### config.mk
export PLATFORM = sky130hd
export DESIGN_NAME = wwd_core
export DESIGN_NICKNAME = d
export VERILOG_FILES = /design/src/hw/wwd_pkg.sv /design/src/hw/wwd_tick_if.sv /design/src/hw/wwd_core.sv /design/src/hw/wwd_tick_sel.sv
export SDC_FILE = /design/constraint.sdc
export NUM_CORES = 1
export LEC_CHECK = 0
export ABC_CLOCK_PERIOD_IN_PS = 5200
export BUFFER_PORTS_ARGS = -buffer_cell sky130_fd_sc_hd__clkbuf_2
export CORE_MARGIN = 4
export CORE_UTILIZATION = 56
export DETAILED_ROUTE_END_ITERATION = 8
export MAX_ROUTING_LAYER = met4
export PLACE_DENSITY = 0.88
export SETUP_SLACK_MARGIN = 0.02
export SYNTH_ARGS = -nofsm -noshare
export SYNTH_HDL_FRONTEND = slang
export SYNTH_SLANG_ARGS = --single-unit
### constraint.sdc
create_clock -name clk_i -period 5.2 [get_ports clk_i]
set_input_delay 1.04 -clock clk_i [delete_from_list [all_inputs] [get_ports clk_i]]
set_output_delay 1.04 -clock clk_i [all_outputs]
set_load 0.05 [all_outputs]
### src/hw/wwd_pkg.sv
/*
 * Constants shared by the windowed watchdog: register indices, field
 * positions, configuration codes and reset values.
 * Assumes the register indices are word indices on a byte-addressed bus.
 */
package wwd_pkg;

	// Register indices; byte address is four times the index
	localparam logic [7:0] IDX_CTRL_A = 8'h78;
	localparam logic [7:0] IDX_CTRL_B = 8'h79;
	localparam logic [7:0] IDX_PSC_LO = 8'h7a;
	localparam logic [7:0] IDX_PSC_HI = 8'h7b;
	localparam logic [7:0] IDX_TIMER = 8'h7c;

	// Bus geometry
	localparam int ADDR_W = 10;
	localparam int DATA_W = 32;
	localparam int BE_W = 4;
	localparam int REG_W = 8;
	localparam int IDX_LSB = 2;

	// Field positions in watchdog_control_a
	localparam int SEN_BIT = 0;
	localparam int PS_LSB = 1;
	localparam int PS_W = 5;
	// Field positions in watchdog_control_b
	localparam int CS_LSB = 4;
	localparam int CS_W = 3;
	localparam int WIN_LSB = 0;
	localparam int WIN_W = 3;
	// Field positions in window_timer_status
	localparam int TMR_LSB = 3;
	localparam int TMR_W = 5;
	localparam int STATE_BIT = 2;
	localparam int PSC_TOP_LSB = 16;
	localparam int PSC_W = 18;

	// Operating mode configuration codes
	localparam logic [1:0] MODE_OFF = 2'h0;
	localparam logic [1:0] MODE_SOFT = 2'h1;
	localparam logic [1:0] MODE_NO_SLEEP = 2'h2;
	localparam logic [1:0] MODE_ON = 2'h3;

	// Period select codes
	localparam logic [4:0] PS_CFG_SOFT = 5'h1f;
	localparam logic [4:0] PS_RESET_SOFT = 5'h0b;
	localparam logic [4:0] PS_MAX = 5'h12;
	localparam logic [4:0] PS_MIN = 5'h00;
	localparam int PS_BASE_SHIFT = 5;

	// Clock select codes
	localparam logic [2:0] CS_CFG_SOFT = 3'h7;
	localparam logic [2:0] CS_RESET_SOFT = 3'h0;
	localparam logic [2:0] CS_FIRST_RSVD = 3'h4;

	// Window select codes
	localparam logic [2:0] WIN_CFG_SOFT = 3'h7;
	localparam logic [2:0] WIN_ALWAYS_OPEN = 3'h7;

	// Zero value of read data bytes, unused bits and unmapped registers
	localparam logic [7:0] BYTE_ZERO = 8'h00;

endpackage

### src/hw/wwd_tick_if.sv
/*
 * Carries the selected clock source code from the watchdog core to the
 * tick selector and the selected tick back.
 * Assumes both ends run on the same clock.
 */
`timescale 1ns/1ps
`default_nettype none

interface wwd_tick_if;
	logic [2:0] sel;	// Clock select code
	logic tick;	// One-cycle tick of the chosen source

	modport src(input sel, output tick);
	modport sink(output sel, input tick);
endinterface

`default_nettype wire

### src/hw/wwd_core.sv
/*
 * Windowed watchdog: prescaled counter, window check, sleep handling,
 * clearing conditions, status flags and an Avalon-MM register slave.
 * Assumes configuration inputs are stable straps and all core strobes are
 * synchronous to clk_i.
 */
// Decided for this implementation: the Avalon-MM interface to the registers.
`timescale 1ns/1ps
`default_nettype none

// How it works
// - Sleep entry clears count; resume from zero.
// - Sleep exit clears; hold zero during startup.
// - Crystal clocks hold clear; others clear once.
// - Time-out in sleep wakes, no reset.
// - Sleep time-out drives expiry and sleep flags.
// - Watchdog reset drives watchdog reset flag.
// - Disable, soft off, sleep, clear, failure clear.
// - Oscillator divider change leaves count alone.
// - Period select doubles ratio; high codes minimum.
// - Period select reset from configuration or 01011.
// - Period select read-only unless configuration ones.
// - Soft enable counts only in mode 01.
// - Clock select picks one of four sources.
// - Clock select reset from configuration or 000; read-only unless configuration ones.
// - Window code opens eighths of period.
// - Window select from configuration; read-only otherwise.
// - Window opens at count threshold per code.
// - Armed status reads at timer bit 2.
// - Prescaler count readable, eighteen bits, read-only.
// - Windowed clear needs arming read first.
// - Bad clear resets and drops violation flag.
// - Control register writes clear the count.
// - Awake time-out resets the device.
module wwd_core
	import wwd_pkg::*;
#(
	parameter int CNT_W = 23	// Counter width; must hold the longest period
)
(
	input wire logic clk_i,
	input wire logic rst_i,
	// Avalon-MM slave, byte address
	input wire logic [ADDR_W-1:0] avs_address_i,
	input wire logic avs_read_i,
	input wire logic avs_write_i,
	input wire logic [DATA_W-1:0] avs_writedata_i,
	input wire logic [BE_W-1:0] avs_byteenable_i,
	output logic [DATA_W-1:0] avs_readdata_o,
	output logic avs_waitrequest_o,
	// Configuration straps
	input wire logic [1:0] watchdog_mode_config_i,
	input wire logic [4:0] period_config_i,
	input wire logic [2:0] clock_config_i,
	input wire logic [2:0] window_config_i,
	// Oscillator tick strobes: low, mid, secondary, external
	input wire logic [3:0] osc_tick_i,
	// Core events
	input wire logic sleep_i,
	input wire logic watchdog_clear_instr_i,
	input wire logic osc_fail_i,
	input wire logic ost_running_i,
	input wire logic crystal_clock_i,
	input wire logic flags_restore_i,
	// Results
	output logic wdt_reset_o,
	output logic wake_o,
	output logic expiry_flag_n_o,
	output logic sleep_entered_flag_n_o,
	output logic watchdog_reset_flag_n_o,
	output logic window_violation_flag_n_o
);

	// Refuse a counter too short for the longest period
	if (CNT_W < int'(PS_MAX) + PS_BASE_SHIFT || CNT_W > 31) begin : g_bad_width
		$error("wwd_core: CNT_W must lie between 23 and 31");
	end

	// Whole state of the watchdog
	typedef struct packed {
		logic wait_hi;	// Avalon waitrequest
		logic [REG_W-1:0] rdata;	// Read data byte
		logic soft_enable;	// Soft enable
		logic [PS_W-1:0] ps;	// Period select
		logic [CS_W-1:0] cs;	// Clock select
		logic [WIN_W-1:0] win;	// Window select
		logic [CNT_W-1:0] cnt;	// Prescaler and window count
		logic armed;	// Armed by a control_a read
		logic sleep_prev;	// Sleep level one cycle back
		logic ost_hold;	// Holding clear until startup ends
		logic reset_p;	// Watchdog reset pulse
		logic wake_p;	// Wake pulse
		logic expiry_n;	// Expiry flag, active low
		logic sleep_n;	// Sleep entered flag, active low
		logic watchdog_reset_flag_n_n;	// Watchdog reset flag, active low
		logic wv_n;	// Window violation flag, active low
	} wwd_state_t;

	wwd_state_t s_q;	// Registered state
	wwd_state_t s_d;	// Next state

	wwd_tick_if tick_bus();	// Link to the tick selector

	// Shift of the period tap; out-of-range codes give the minimum
	function automatic logic [4:0] tap_shift(input logic [PS_W-1:0] ps);
		if (ps > PS_MAX) begin
			tap_shift = PS_MIN;
		end else begin
			tap_shift = ps;
		end
	endfunction

	// Window count value at which the window opens
	function automatic logic [TMR_W-1:0] open_threshold(input logic [WIN_W-1:0] win);
		logic [WIN_W-1:0] closed_eighths;
		closed_eighths = WIN_ALWAYS_OPEN - win;
		open_threshold = {closed_eighths, 2'b00};
	endfunction

	// Period terminal count for a select code
	function automatic logic [CNT_W-1:0] period_mask(input logic [PS_W-1:0] ps);
		logic [CNT_W:0] one_hot;
		one_hot = (CNT_W+1)'(1) << (int'(tap_shift(ps)) + PS_BASE_SHIFT);
		period_mask = CNT_W'(one_hot - (CNT_W+1)'(1));
	endfunction

	// Bus and event decode
	logic [7:0] idx;	// Register index from the address
	logic req;	// Read or write present
	logic done;	// Transfer completes at this edge
	logic wr_a;	// Completed write to control_a
	logic wr_b;	// Completed write to control_b
	logic active;	// Watchdog counting enabled
	logic sleep_enter;	// First cycle of sleep
	logic sleep_exit;	// First cycle awake again
	logic windowed;	// Window narrower than the period
	logic [TMR_W-1:0] tmr;	// Five window count bits
	logic in_open;	// Count inside the open window
	logic bad_clear;	// Clear instruction that violates the window
	logic good_clear;	// Clear instruction accepted
	logic clr;	// Any cause other than a time-out that zeroes the count
	logic timeout;	// Period completes on this tick

	assign idx = avs_address_i[IDX_LSB +: 8];
	assign req = avs_read_i | avs_write_i;
	assign done = req & ~s_q.wait_hi;
	assign wr_a = done & avs_write_i & avs_byteenable_i[0] & (idx == IDX_CTRL_A);
	assign wr_b = done & avs_write_i & avs_byteenable_i[0] & (idx == IDX_CTRL_B);
	assign sleep_enter = sleep_i & ~s_q.sleep_prev;
	assign sleep_exit = ~sleep_i & s_q.sleep_prev;
	assign tick_bus.sel = s_q.cs;

	// Enable by operating mode, soft enable and sleep
	always_comb begin
		case (watchdog_mode_config_i)
			MODE_ON: begin
				active = 1'b1;
			end
			MODE_NO_SLEEP: begin
				active = ~sleep_i;
			end
			MODE_SOFT: begin
				active = s_q.soft_enable;
			end
			default: begin
				active = 1'b0;	// Off; soft enable ignored
			end
		endcase
	end

	// Window position of the count and clear instruction checks
	always_comb begin
		tmr = TMR_W'(s_q.cnt >> tap_shift(s_q.ps));
		windowed = s_q.win != WIN_ALWAYS_OPEN;
		in_open = ~windowed | (tmr >= open_threshold(s_q.win));
		bad_clear = active & watchdog_clear_instr_i & windowed & (~s_q.armed | ~in_open);
		good_clear = active & watchdog_clear_instr_i & ~bad_clear;
		clr = ~active
			| sleep_enter
			| sleep_exit
			| s_q.ost_hold
			| good_clear
			| osc_fail_i
			| wr_a | wr_b;
		timeout = ~clr & tick_bus.tick & (s_q.cnt == period_mask(s_q.ps));
	end

	// Next state
	always_comb begin
		s_d = s_q;
		s_d.sleep_prev = sleep_i;
		s_d.reset_p = 1'b0;
		s_d.wake_p = 1'b0;

		// Waitrequest drops for one cycle after each request is seen
		s_d.wait_hi = ~(req & s_q.wait_hi);

		// Read data captured as the request is first seen, while waitrequest is high
		if (req & s_q.wait_hi & avs_read_i) begin
			case (idx)
				IDX_CTRL_A: begin
					s_d.rdata = BYTE_ZERO;
					s_d.rdata[SEN_BIT] = s_q.soft_enable;
					s_d.rdata[PS_LSB +: PS_W] = s_q.ps;
				end
				IDX_CTRL_B: begin
					s_d.rdata = BYTE_ZERO;
					s_d.rdata[CS_LSB +: CS_W] = s_q.cs;
					s_d.rdata[WIN_LSB +: WIN_W] = s_q.win;
				end
				IDX_PSC_LO: begin
					s_d.rdata = s_q.cnt[7:0];
				end
				IDX_PSC_HI: begin
					s_d.rdata = s_q.cnt[15:8];
				end
				IDX_TIMER: begin
					s_d.rdata = BYTE_ZERO;
					s_d.rdata[TMR_LSB +: TMR_W] = tmr;
					s_d.rdata[STATE_BIT] = s_q.armed;
					s_d.rdata[1:0] = s_q.cnt[PSC_TOP_LSB +: 2];
				end
				default: begin
					s_d.rdata = BYTE_ZERO;	// Unmapped reads as zero
				end
			endcase
		end

		// Reading control_a arms the window check
		if (done & avs_read_i & (idx == IDX_CTRL_A)) begin
			s_d.armed = 1'b1;
		end

		// Register writes; locked fields keep their value
		if (wr_a) begin
			s_d.soft_enable = avs_writedata_i[SEN_BIT];
			if (period_config_i == PS_CFG_SOFT) begin
				s_d.ps = avs_writedata_i[PS_LSB +: PS_W];
			end
		end
		if (wr_b) begin
			if (clock_config_i == CS_CFG_SOFT) begin
				s_d.cs = avs_writedata_i[CS_LSB +: CS_W];
			end
			if (window_config_i == WIN_CFG_SOFT) begin
				s_d.win = avs_writedata_i[WIN_LSB +: WIN_W];
			end
		end

		// Startup hold after waking on a crystal clock
		if (sleep_exit & crystal_clock_i) begin
			s_d.ost_hold = ost_running_i;
		end else if (~ost_running_i) begin
			s_d.ost_hold = 1'b0;
		end

		// Counter: cleared, wrapped on time-out, or stepped per tick
		// The oscillator divider has no input here, so it never clears the count
		if (clr | timeout) begin
			s_d.cnt = '0;
		end else if (tick_bus.tick) begin
			s_d.cnt = s_q.cnt + CNT_W'(1);
		end

		// An accepted clear drops the arming
		if (good_clear) begin
			s_d.armed = 1'b0;
		end

		// Firmware restores flags; hardware events below win
		if (flags_restore_i) begin
			s_d.expiry_n = 1'b1;
			s_d.sleep_n = 1'b1;
			s_d.watchdog_reset_flag_n_n = 1'b1;
			s_d.wv_n = 1'b1;
		end
		if (sleep_enter) begin
			s_d.sleep_n = 1'b0;
		end

		// Window violation resets like a time-out
		if (bad_clear) begin
			s_d.reset_p = 1'b1;
			s_d.wv_n = 1'b0;
			s_d.watchdog_reset_flag_n_n = 1'b0;
			s_d.armed = 1'b0;
		end

		// Time-out: wake in sleep, reset when awake
		if (timeout) begin
			s_d.expiry_n = 1'b0;
			if (sleep_i) begin
				s_d.wake_p = 1'b1;
				s_d.sleep_n = 1'b0;
			end else begin
				s_d.reset_p = 1'b1;
				s_d.watchdog_reset_flag_n_n = 1'b0;
				s_d.armed = 1'b0;
			end
		end
	end

	// Register the state; reset loads fields from the straps
	always_ff @(posedge clk_i) begin
		if (rst_i) begin
			s_q <= '0;
			s_q.wait_hi <= 1'b1;
			s_q.soft_enable <= 1'b0;
			s_q.ps <= (period_config_i == PS_CFG_SOFT) ? PS_RESET_SOFT : period_config_i;
			s_q.cs <= (clock_config_i == CS_CFG_SOFT) ? CS_RESET_SOFT : clock_config_i;
			s_q.win <= window_config_i;
			s_q.expiry_n <= 1'b1;
			s_q.sleep_n <= 1'b1;
			s_q.watchdog_reset_flag_n_n <= 1'b1;
			s_q.wv_n <= 1'b1;
		end else begin
			s_q <= s_d;
		end
	end

	// Tick source selector
	wwd_tick_sel u_tick_sel (
		.clk_i(clk_i),
		.rst_i(rst_i),
		.osc_tick_i(osc_tick_i),
		.tick_if(tick_bus.src)
	);

	// Outputs straight from the state register
	assign avs_readdata_o = {{(DATA_W-REG_W){1'b0}}, s_q.rdata};
	assign avs_waitrequest_o = s_q.wait_hi;
	assign wdt_reset_o = s_q.reset_p;
	assign wake_o = s_q.wake_p;
	assign expiry_flag_n_o = s_q.expiry_n;
	assign sleep_entered_flag_n_o = s_q.sleep_n;
	assign watchdog_reset_flag_n_o = s_q.watchdog_reset_flag_n_n;
	assign window_violation_flag_n_o = s_q.wv_n;

endmodule

`default_nettype wire

### src/hw/wwd_tick_sel.sv
/*
 * Picks one of the four oscillator tick strobes by clock select code and
 * registers it; reserved codes give no tick.
 * Assumes tick strobes are synchronous one-cycle pulses.
 */
`timescale 1ns/1ps
`default_nettype none

module wwd_tick_sel
	import wwd_pkg::*;
(
	input wire logic clk_i,
	input wire logic rst_i,
	input wire logic [3:0] osc_tick_i,
	wwd_tick_if.src tick_if
);

	// Whole state of the selector
	typedef struct packed {
		logic tick;
	} wwd_tick_state_t;

	wwd_tick_state_t s_q;	// Registered state
	wwd_tick_state_t s_d;	// Next state

	// Select the strobe; reserved codes stay silent
	always_comb begin
		s_d = s_q;
		if (tick_if.sel < CS_FIRST_RSVD) begin
			s_d.tick = osc_tick_i[tick_if.sel[1:0]];
		end else begin
			s_d.tick = 1'b0;
		end
	end

	// Register the state
	always_ff @(posedge clk_i) begin
		if (rst_i) begin
			s_q <= '0;
		end else begin
			s_q <= s_d;
		end
	end

	assign tick_if.tick = s_q.tick;

endmodule

`default_nettype wire

==> results of run 1 <==
path summary, 6_finish.rpt:
path | startpoint | to | slack, ns | cells after the start
worst min register to register | avs_waitrequest_o$_SDFF_PP1_ | avs_waitrequest_o$_SDFF_PP1_ | 0.46 | 1
worst max-delay path | s_q[38]$_DFFE_PP_ | sleep_entered_flag_n_o$_SDFF_PP1_ | 0.34 | 16
worst min-delay path | avs_waitrequest_o$_SDFF_PP1_ | avs_waitrequest_o$_SDFF_PP1_ | 0.46 | 1
worst max register to register | s_q[38]$_DFFE_PP_ | sleep_entered_flag_n_o$_SDFF_PP1_ | 0.34 | 16
registers in the layout, summed over array words and instances, names as in the netlist:
register and cells:
wdt_reset_o 1, expiry_flag_n_o 1, tick_bus.sel 3, avs_readdata_o 8, sleep_entered_flag_n_o 1, avs_waitrequest_o 1
window_violation_flag_n_o 1, wake_o 1, u_tick_sel.tick_if.tick 1, watchdog_reset_flag_n_o 1, s_q 35
power by group:
group,leakage [uW],internal (uW),switching (uW)
Combinational,0.00145,121,241
Sequential,0.000457,445,16.3
Clock,0.0000395,96.0,125
per-stage QoR:
step | setup slack [ns] | instances | instance area [um2]
floorplan | 1.00 | 646 | 5380
global placement | 0.533 | 764 | 5270
detailed placement | 0.458 | 764 | 5270
CTS | 0.411 | 772 | 5350
global route | 0.171 | 772 | 5350
finish | 0.343 | 772 | 5350
cells in the mapped netlist (4+ instances only):
| cell type | instances |
|---|---|
| nand2_1 | 53 |
| dfxtp_1 | 43 |
| buf_4 | 38 |
| nor2_1 | 34 |
| o21ai_0 | 31 |
| a21oi_1 | 28 |
| nand3_1 | 24 |
| nor3_2 | 20 |
| xnor2_1 | 20 |
| buf_6 | 17 |
| inv_1 | 17 |
| mux2i_1 | 15 |
| nor3_1 | 15 |
| clkbuf_1 | 14 |
| a211oi_1 | 12 |
| mux2_2 | 12 |
| edfxtp_1 | 11 |
| nand4_1 | 10 |
| xor2_1 | 10 |
| a31oi_1 | 9 |
| buf_2 | 8 |
| nor2b_1 | 8 |
| or3_1 | 8 |
| a2111oi_0 | 7 |
| clkbuf_8 | 7 |
| a221oi_1 | 6 |
| a32oi_1 | 5 |
| and3_1 | 5 |
| ha_1 | 5 |
| a21o_1 | 4 |
| a311oi_1 | 4 |
| and2_1 | 4 |
| mux4_2 | 4 |
| nand3b_1 | 4 |
| nor3b_1 | 4 |
| nor4_1 | 4 |
| o211ai_1 | 4 |
| o31a_1 | 4 |
| or2_2 | 4 |
| or3b_1 | 4 |
final cells by class:
class                   instances  area, um2
inverters                      17       63.8
repair buffers                 76        428
flip-flops and latches         54       1190
well taps                     129        161
clock buffers                   8       80.1
fillers                       802       3890
multi-input cells             488       3420
critical path: cells and delay by family (launching register included):
family / cells / cell delay, ns
compound gates: 5 / 1.00
fa+ha+maj: 1 / 0.24
buf+inv: 2 / 0.44
flops: 1 / 0.51
mux: 2 / 0.64
simple gates: 6 / 1.91
metal layers:
| layer | vias up | wire length [um] | GRT usage |
|---|---|---|---|
| li1 | 2287 | - | - |
| met1 | 2387 | 5950 | 0.347 |
| met2 | 320 | 6950 | 0.428 |
| met3 | 67 | 1480 | 0.0343 |
| met4 | 0 | 590 | 0.126 |
| met5 | - | 0 | - |
logic make-up (layout without fill, tap and decap cells):
logic type | count (synthesis) | count (layout)
other cells | 2 | 26
mux | 33 | 33
flops | 54 | 54
compound gates | 160 | 160
simple gates | 232 | 232
fa+ha+maj | 5 | 5
buf+inv | 104 | 101
xor+xnor | 32 | 32
==> metrics.txt, run 1 <==
initial DRC count=546; Worst Setup Start Kind=flop; first-pass GRT wire length=24.1 mm; Worst Skew=0.00800 ns; clk buf depth=2; Achievable Freq=206 MHz; mux contribution to synthesized area=0.0808; clock sinks=54; Synth cell types=95; total wire length=15.0 mm; Post-synth top flop=dfxtp_1; required time of the worst setup path=5.39 ns; Detailed Routing Iterations Pass 1=5; maximum vdd drop=0.000147 V; I/O pins=112; clock root buffer master=clkbuf_8; Synth area leaders=dfxtp_1 16%, edfxtp_1 6.2%, buf_4 5.4%; initial core utilization=0.573; Adder-Cell Fraction of Synth Area=0.0118; post-synthesis simple-gate area fraction=0.260; register area share after synthesis=0.225; # diodes=0; post-layout util=0.579; PortBufs=57; Die W=105 um; fraction of registers with async set or reset after synthesis=0; PD cells=195 nW/um2; CP peak stage delay=0.74 ns; Placer Congestion=1.04; layout cells sized above 1=0.230; initial antenna violation count=0; CTS buffer count=5; Worst path most repeated cell=buf_4; largest net degree at the start of global routing=38; gr usage total=0.271; gr ovfl total=0; Hold Crit Class=flop to flop; post-synth top area cell=dfxtp_1; Worst Setup End Kind=flop; unrepaired setup endpoints after global routing=no; most frequent cells in the layout=57 x clkbuf_2, 53 x nand2_1, 43 x dfxtp_1; Slew @ Worst Pin=0.766 ns; Mapped Area=5290 um2; Slew headroom=0.483; main combinational cell family by area after synthesis=simple AND/OR/NAND/NOR gates; Final HPWL DP=11.0 mm; Worst-path clk slew=0.09 ns; Avg WL per Cell=19.4 um; Slew Viols, Final=0; final setup fails=0; slowest CP cell=or4b_1; outcome=finished, final reports clean; CP Data Arrival Time=5.05 ns; area share of xor/xnor cells in the synthesized design=0.0581; Period minus WS final=4.86 ns; CTS tree=yes; final period utilization=0.934; core box area=9240 um2; post-route setup TNS=0 ns; Rows=35; critical path, cell by cell=or4b_1 > nand2_2 > mux2i_1 > mux4_2 > a211oi_1 > or2_2 > ha_1 > nor2b_1 > o21ai_0 > or2b_2 > a32oi_1 > buf_4 > and4_4 > a2111oi_4 > buf_4 > o31a_1; leak pwr=0.00195 uW; vias in the first global route=4837; synthesis-stage register bit count=54; post-synth top area share=0.163; Post-CTS Resized=0; clk_lat worst skew=0.30 ns; Die Area=11100 um2; Synth Area per Inst=8.51 um2; Design Power=1040 uW; Max H-tree Level=2; CP Max Fanout=27; area grow syn2layout=1.04%; cts-stage hold buffer count=0; setup bufs post-CTS=0; die height=105 um; compound-cell area share of the yosys netlist=0.217; Fin. Hold Viols=0; drt via density=6.56; Remaining DRCs=0; total number of vias=5061; Min Hold Slack=0.461 ns; Yosys Warn Count=0; cell count after synthesis=622; Post-synth EDFFs=11; Antenna Nets Post-Route=0; fin nets=720; commonest non-fill, non-tap cell in the layout=clkbuf_2; Crit Path Class=flop to flop; maxcap violations=0
Note: power is estimated with default switching activity, not from simulation.
==> run 2: changes to the inputs <==
--- a/config.mk
+++ b/config.mk
@@ -8,11 +8,12 @@
 export ABC_CLOCK_PERIOD_IN_PS = 5200
 export BUFFER_PORTS_ARGS = -buffer_cell sky130_fd_sc_hd__clkbuf_2
 export CORE_MARGIN = 4
-export CORE_UTILIZATION = 56
+export CORE_UTILIZATION = 55
 export DETAILED_ROUTE_END_ITERATION = 8
 export MAX_ROUTING_LAYER = met4
-export PLACE_DENSITY = 0.88
+export PLACE_DENSITY = 0.87
 export SETUP_SLACK_MARGIN = 0.02
 export SYNTH_ARGS = -nofsm -noshare
 export SYNTH_HDL_FRONTEND = slang
+export SYNTH_HIERARCHICAL = 1
 export SYNTH_SLANG_ARGS = --single-unit
==> run 2 against run 1 <==
Cell count is 6.2% lower. Non-clock buffer count is 7 lower. Synthesized cell count is 2.7% lower. Critical path depth is 2 lower. Register-to-register slack better by 0.38 ns. Highest routed layer unchanged. Final area is 6.6% lower. Critical endpoint is now s_q[19]$_SDFFE_PP0P_. Sequential power is 2% higher. Clock skew is 0.0029 ns higher. Combinational power is 4% lower. Area after synthesis is 9.1% lower.
==> metrics.txt, run 2 <==
outcome=finished, final reports clean; Synth Area per Inst=7.95 um2; number of flip-flops in the largest register=35; clock root buffer master=clkbuf_8; Post-synth EDFFs=11; most frequent cell after synthesis=nand2_1; area share of xor/xnor cells in the synthesized design=0.0793; layout cells sized above 1=0.202; largest reg by FF count=s_q; vias in the first global route=4342; Synth top cells by count=57 x nand2_1, 43 x dfxtp_1, 38 x buf_4, 38 x nor2_1, 32 x o21ai_0; Slew Viols, Final=0; initial core utilization=0.577; Worst-path clk slew=0.11 ns; clock sinks=54; CTS buffer count=5; total wire length=14.8 mm; first-pass GRT wire length=23.0 mm; Slew @ Worst Pin=0.815 ns; switching pwr=408 uW; Rows=33; compound-cell area share of the yosys netlist=0.215; global-route met1 utilization=0.387; I/O pins=112; post-route setup TNS=0 ns; fin nets=696; Max H-tree Level=2; Worst Skew=0.0109 ns; M2 GR Usage=0.431; Final HPWL DP=11.1 mm; mux contribution to synthesized area=0.0822; final setup fails=0; GR peak layer=met2; switching portion of total power=0.367; drt via density=6.53; total number of vias=4726; post-layout util=0.599; Crit Path Class=flop to flop; CP Max Fanout=22; GRT met3 Usage=0.0682; Post-CTS Resized=0; Die Area=10300 um2; Hold Crit Class=flop to flop; initial DRC count=628; maxcap violations=0; Flop pwr share=0.425; Synth area leaders=dfxtp_1 18%, edfxtp_1 6.9%, buf_4 5.9%; gr ovfl total=0; Avg WL per Cell=20.5 um; post-synth top area share=0.179; Remaining DRCs=0; clk_lat worst skew=0.32 ns; setup bufs post-CTS=0; fraction of registers with async set or reset after synthesis=0; Pint=703 uW; Detailed Routing Iterations Pass 1=5; die height=102 um; final standard cell area without fillers=4990 um2; Worst Setup End Kind=flop; Antenna Nets Post-Route=0; unrepaired setup endpoints after global routing=no; core box area=8340 um2; Post-synth top flop=dfxtp_1; fill count=758; largest net degree at the start of global routing=34; cts-stage hold buffer count=0; CTS tree=yes; Slew headroom=0.454; Mapped Area=4810 um2; PortBufs=57; most frequent cells in the layout=57 x nand2_1, 57 x clkbuf_2, 43 x dfxtp_1; main combinational cell family by area after synthesis=simple AND/OR/NAND/NOR gates; Die W=102 um; clk buf depth=2; post-synth top area cell=dfxtp_1; initial antenna violation count=0; CP Data Arrival Time=4.73 ns; Worst Setup Start Kind=flop; synthesis-stage register bit count=54; Fin. Hold Viols=0; Adder-Cell Fraction of Synth Area=0.0130; cell count after synthesis=605; required time of the worst setup path=5.45 ns; area grow syn2layout=3.82%; Synth cell types=76; gr usage total=0.292; maximum vdd drop=0.000139 V; Achievable Freq=223 MHz; dpl cell area=4880 um2; clock group share of total power=0.260; multi-input logic area=3130 um2; leak pwr=0.00187 uW; # diodes=0; PD cells=222 nW/um2; register area share after synthesis=0.248; Yosys Warn Count=6; Period minus WS final=4.48 ns; register area=1190 um2; final period utilization=0.861; post-synthesis simple-gate area fraction=0.240; Placer Congestion=1.02; combinational share of power=0.315
[run 2: changes by cell type after synthesis, sizes merged, moves of 8 or more]
cell	delta
clkbuf	+10
buf	-10
xor2	+8
nor2	+23
nor3	-22
a211oi	-9
[run 2: per-stage QoR]
step           cells  total power (uW)  setup WS [ns]  hold slack, ns
2_1_floorplan    629               759           1.52           0.414
3_3_place_gp     716               811          0.937           0.432
3_5_place_dp     716               817          0.890           0.438
4_1_cts          724              1110          0.848           0.464
5_1_grt          724              1150          0.465           0.478
6_report         724              1110          0.724           0.465
[run 2: worst max-delay path, stage by stage (launching register included)]
cell and delay [ns]:
edfxtp_1 0.72, o31ai_1 0.44, and2_1 0.54, mux2i_1 0.20, mux2i_1 0.21, a211oi_1 0.11, o31ai_1 0.45, ha_1 0.33
o21a_1 0.10, o21ai_0 0.14, nand2_1 0.10, a211o_1 0.33, a31oi_4 0.26, o21ai_4 0.28, nor2_2 0.17
[run 2: power groups by stage]
stage                     clock [uW]  combinational [uW]  sequential [uW]
final                            289                 349              472
after global routing             308                 372              474
after CTS                        296                 339              470
after detailed placement           0                 338              480
after global placement             0                 332              479
after floorplan                    0                 286              473
[run 2: worst paths after layout]
path	cells past startpoint	slack (ns)	end	startpoint
max	14	0.72	s_q[19]$_SDFFE_PP0P_	s_q[40]$_DFFE_PP_
min	1	0.47	avs_waitrequest_o$_SDFF_PP1_	avs_waitrequest_o$_SDFF_PP1_
max reg2reg	14	0.72	s_q[19]$_SDFFE_PP0P_	s_q[40]$_DFFE_PP_
min reg2reg	1	0.47	avs_waitrequest_o$_SDFF_PP1_	avs_waitrequest_o$_SDFF_PP1_
[run 2: metal layers]
| layer | vias to the layer above | share of wire |
|---|---|---|
| li1 | 2146 | - |
| met1 | 2216 | 0.40 |
| met2 | 304 | 0.44 |
| met3 | 60 | 0.12 |
| met4 | 0 | 0.040 |
| met5 | - | 0 |
[run 2: kinds of logic (layout without fill, tap and decap cells)]
| group | Yosys count | after routing |
|---|---|---|
| AOI/OAI and AO/OA | 147 | 147 |
| other | 2 | 26 |
| and+or+nand+nor | 221 | 221 |
| DFF | 54 | 54 |
| buffers and inverters | 102 | 92 |
| adders and majority gates | 5 | 5 |
| muxes | 32 | 32 |
| xor gates and xnor gates | 42 | 42 |
[run 2: final cells by class]
cell class | instances | share of cell area
multi-input combinational | 473 | 0.626
timing repair buffer | 69 | 0.0752
inverter | 15 | 0.0113
tap | 105 | 0.0263
clock inverter | 3 | 0.00877
sequential | 54 | 0.239
clock buffer | 5 | 0.0138
==> run 3: changes to the inputs <==
--- a/config.mk
+++ b/config.mk
@@ -6,8 +6,7 @@
 export NUM_CORES = 1
 export LEC_CHECK = 0
 export ABC_CLOCK_PERIOD_IN_PS = 5200
-export BUFFER_PORTS_ARGS = -buffer_cell sky130_fd_sc_hd__clkbuf_2
-export CORE_MARGIN = 4
+export BUFFER_PORTS_ARGS = -buffer_cell sky130_fd_sc_hd__buf_4
 export CORE_UTILIZATION = 55
 export DETAILED_ROUTE_END_ITERATION = 8
 export MAX_ROUTING_LAYER = met4
==> run 3 against run 2 <==
Largest power group unchanged. Register-to-register slack worse by 0.16 ns. Hold slack improved by 0.0071 ns. Critical path depth is 1 higher. Global-route usage grew 3.3 points. Combinational power increased by 2%. Fmax shrank 3.4%. Count of clock-buffer cells in the layout unchanged. Worst setup slack got worse by 0.16 ns.
==> metrics.txt, run 3 (same netlist as run 2, synthesis figures left out) <==
CP Max Fanout=22; initial core utilization=0.577; clk_lat worst skew=0.32 ns; Die W=95.5 um; CTS tree=yes; post-layout util=0.618; leak pwr=0.00191 uW; Max H-tree Level=2; Slew headroom=0.415; CP peak stage delay=0.76 ns; Worst Setup End Kind=flop; layout cells sized above 1=0.201; Fin. Hold Viols=0; largest reg by FF count=s_q; HP Start=avs_waitrequest_o$_SDFF_PP1_; r2r worst-path depth=15; r2r startpoint=s_q[41]$_DFFE_PP_; RR Endpoint=s_q[28]$_SDFFE_PP0P_; # diodes=0; initial antenna violation count=0; Remaining DRCs=0; Worst Setup Slack, final=0.565 ns; cts-stage hold buffer count=0; Worst-path clk slew=0.11 ns; Period minus WS final=4.63 ns; unrepaired setup endpoints after global routing=no; die height=95.5 um; pre-CTS setup slack=0.687 ns; post-route setup TNS=0 ns; final period utilization=0.891; first-pass GRT wire length=22.2 mm; area grow syn2layout=7.15%; Slew Viols, Final=0; gr ovfl total=0; fin nets=695; Post-CTS Resized=0; Placer Congestion=1.14; register-to-register setup slack=0.57 ns; CTS buffer count=5; required time of the worst setup path=5.45 ns; drt via density=6.63; Slew @ Worst Pin=0.878 ns; commonest non-fill, non-tap cell in the layout=buf_4; CP Data Arrival Time=4.89 ns; total number of vias=4792; critical path, cell by cell=o31a_1 > nor2_1 > buf_4 > mux2i_1 > mux4_2 > a31oi_1 > ha_1 > nor2b_1 > o21a_1 > o21ai_0 > nand2_1 > a211o_1 > a31oi_4 > o21ai_4 > nor2_2; setup bufs post-CTS=0; largest net degree at the start of global routing=30; PortBufs=57; final standard cell area without fillers=5150 um2; gr usage total=0.326; Worst Skew=0.0118 ns; Final HPWL DP=10.2 mm; initial DRC count=700; slowest CP cell=edfxtp_1; clk buf depth=2; core box area=8340 um2; Antenna Nets Post-Route=0; Min Hold Slack=0.472 ns; Achievable Freq=216 MHz; outcome=finished, final reports clean; Detailed Routing Iterations Pass 1=6; Hold Crit Class=flop to flop; maximum vdd drop=0.000158 V; number of flip-flops in the largest register=35; dpl cell area=5020 um2; total wire length=14.0 mm; clock sinks=54; Crit Path Class=flop to flop; Worst Setup Start Kind=flop; Hold Path Sink=avs_waitrequest_o$_SDFF_PP1_; hold depth=1; clock root buffer master=clkbuf_8; Rows=33; vias in the first global route=4411; PD cells=227 nW/um2; Avg WL per Cell=19.4 um; Die Area=9120 um2; final setup fails=0; most frequent cells in the layout=68 x buf_4, 57 x nand2_1, 43 x dfxtp_1; maxcap violations=0; I/O pins=112
run 3: worst max path at each step:
stage	from	endpoint	slack, ns
floorplan	s_q[40]$_DFFE_PP_	s_q[16]$_SDFFE_PP0P_	1.52
global placement	s_q[40]$_DFFE_PP_	s_q[30]$_SDFFE_PP0P_	0.84
finish	s_q[41]$_DFFE_PP_	s_q[28]$_SDFFE_PP0P_	0.57
detailed placement	s_q[41]$_DFFE_PP_	s_q[28]$_SDFFE_PP0P_	0.69
global route	s_q[41]$_DFFE_PP_	s_q[27]$_SDFFE_PP0P_	0.27
CTS	s_q[41]$_DFFE_PP_	s_q[28]$_SDFFE_PP0P_	0.63
run 3: stage by stage:
stage,power (uW),cells
after global placement,816,715
after CTS,1160,723
after detailed placement,824,715
final,1170,723
after global routing,1210,723
after floorplan,759,629
run 3: final cells by class:
class | instances | area [um2]
inverters | 15 | 56.3
clock buffers | 5 | 68.8
flip-flops and latches | 54 | 1190
repair buffers | 68 | 510
multi-input cells | 473 | 3130
well taps | 105 | 131
fillers | 735 | 3190
clock inverters | 3 | 68.8
run 3: per-layer routing:
metal | track usage | vias to the layer above | part of all wire
li1 | - | 2147 | -
met1 | 0.421 | 2220 | 0.39
met2 | 0.482 | 363 | 0.45
met3 | 0.0678 | 62 | 0.12
met4 | 0.159 | 0 | 0.042
met5 | - | - | 0
run 3: power by group:
group	switching (uW)	total (uW)	internal [uW]
combinational	232	357	125
sequential	25.6	471	445
clock	147	340	193
run 3: worst max-delay path, delay by kind of cell (launching register included):
kind / cells / cell delay, ns
AO/OA/AOI/OAI: 7 / 1.98
flip-flops: 1 / 0.76
AND/OR/NAND/NOR: 4 / 0.68
multiplexers: 2 / 0.56
adder cells (fa/ha/maj): 1 / 0.31
buffers and inverters: 1 / 0.24
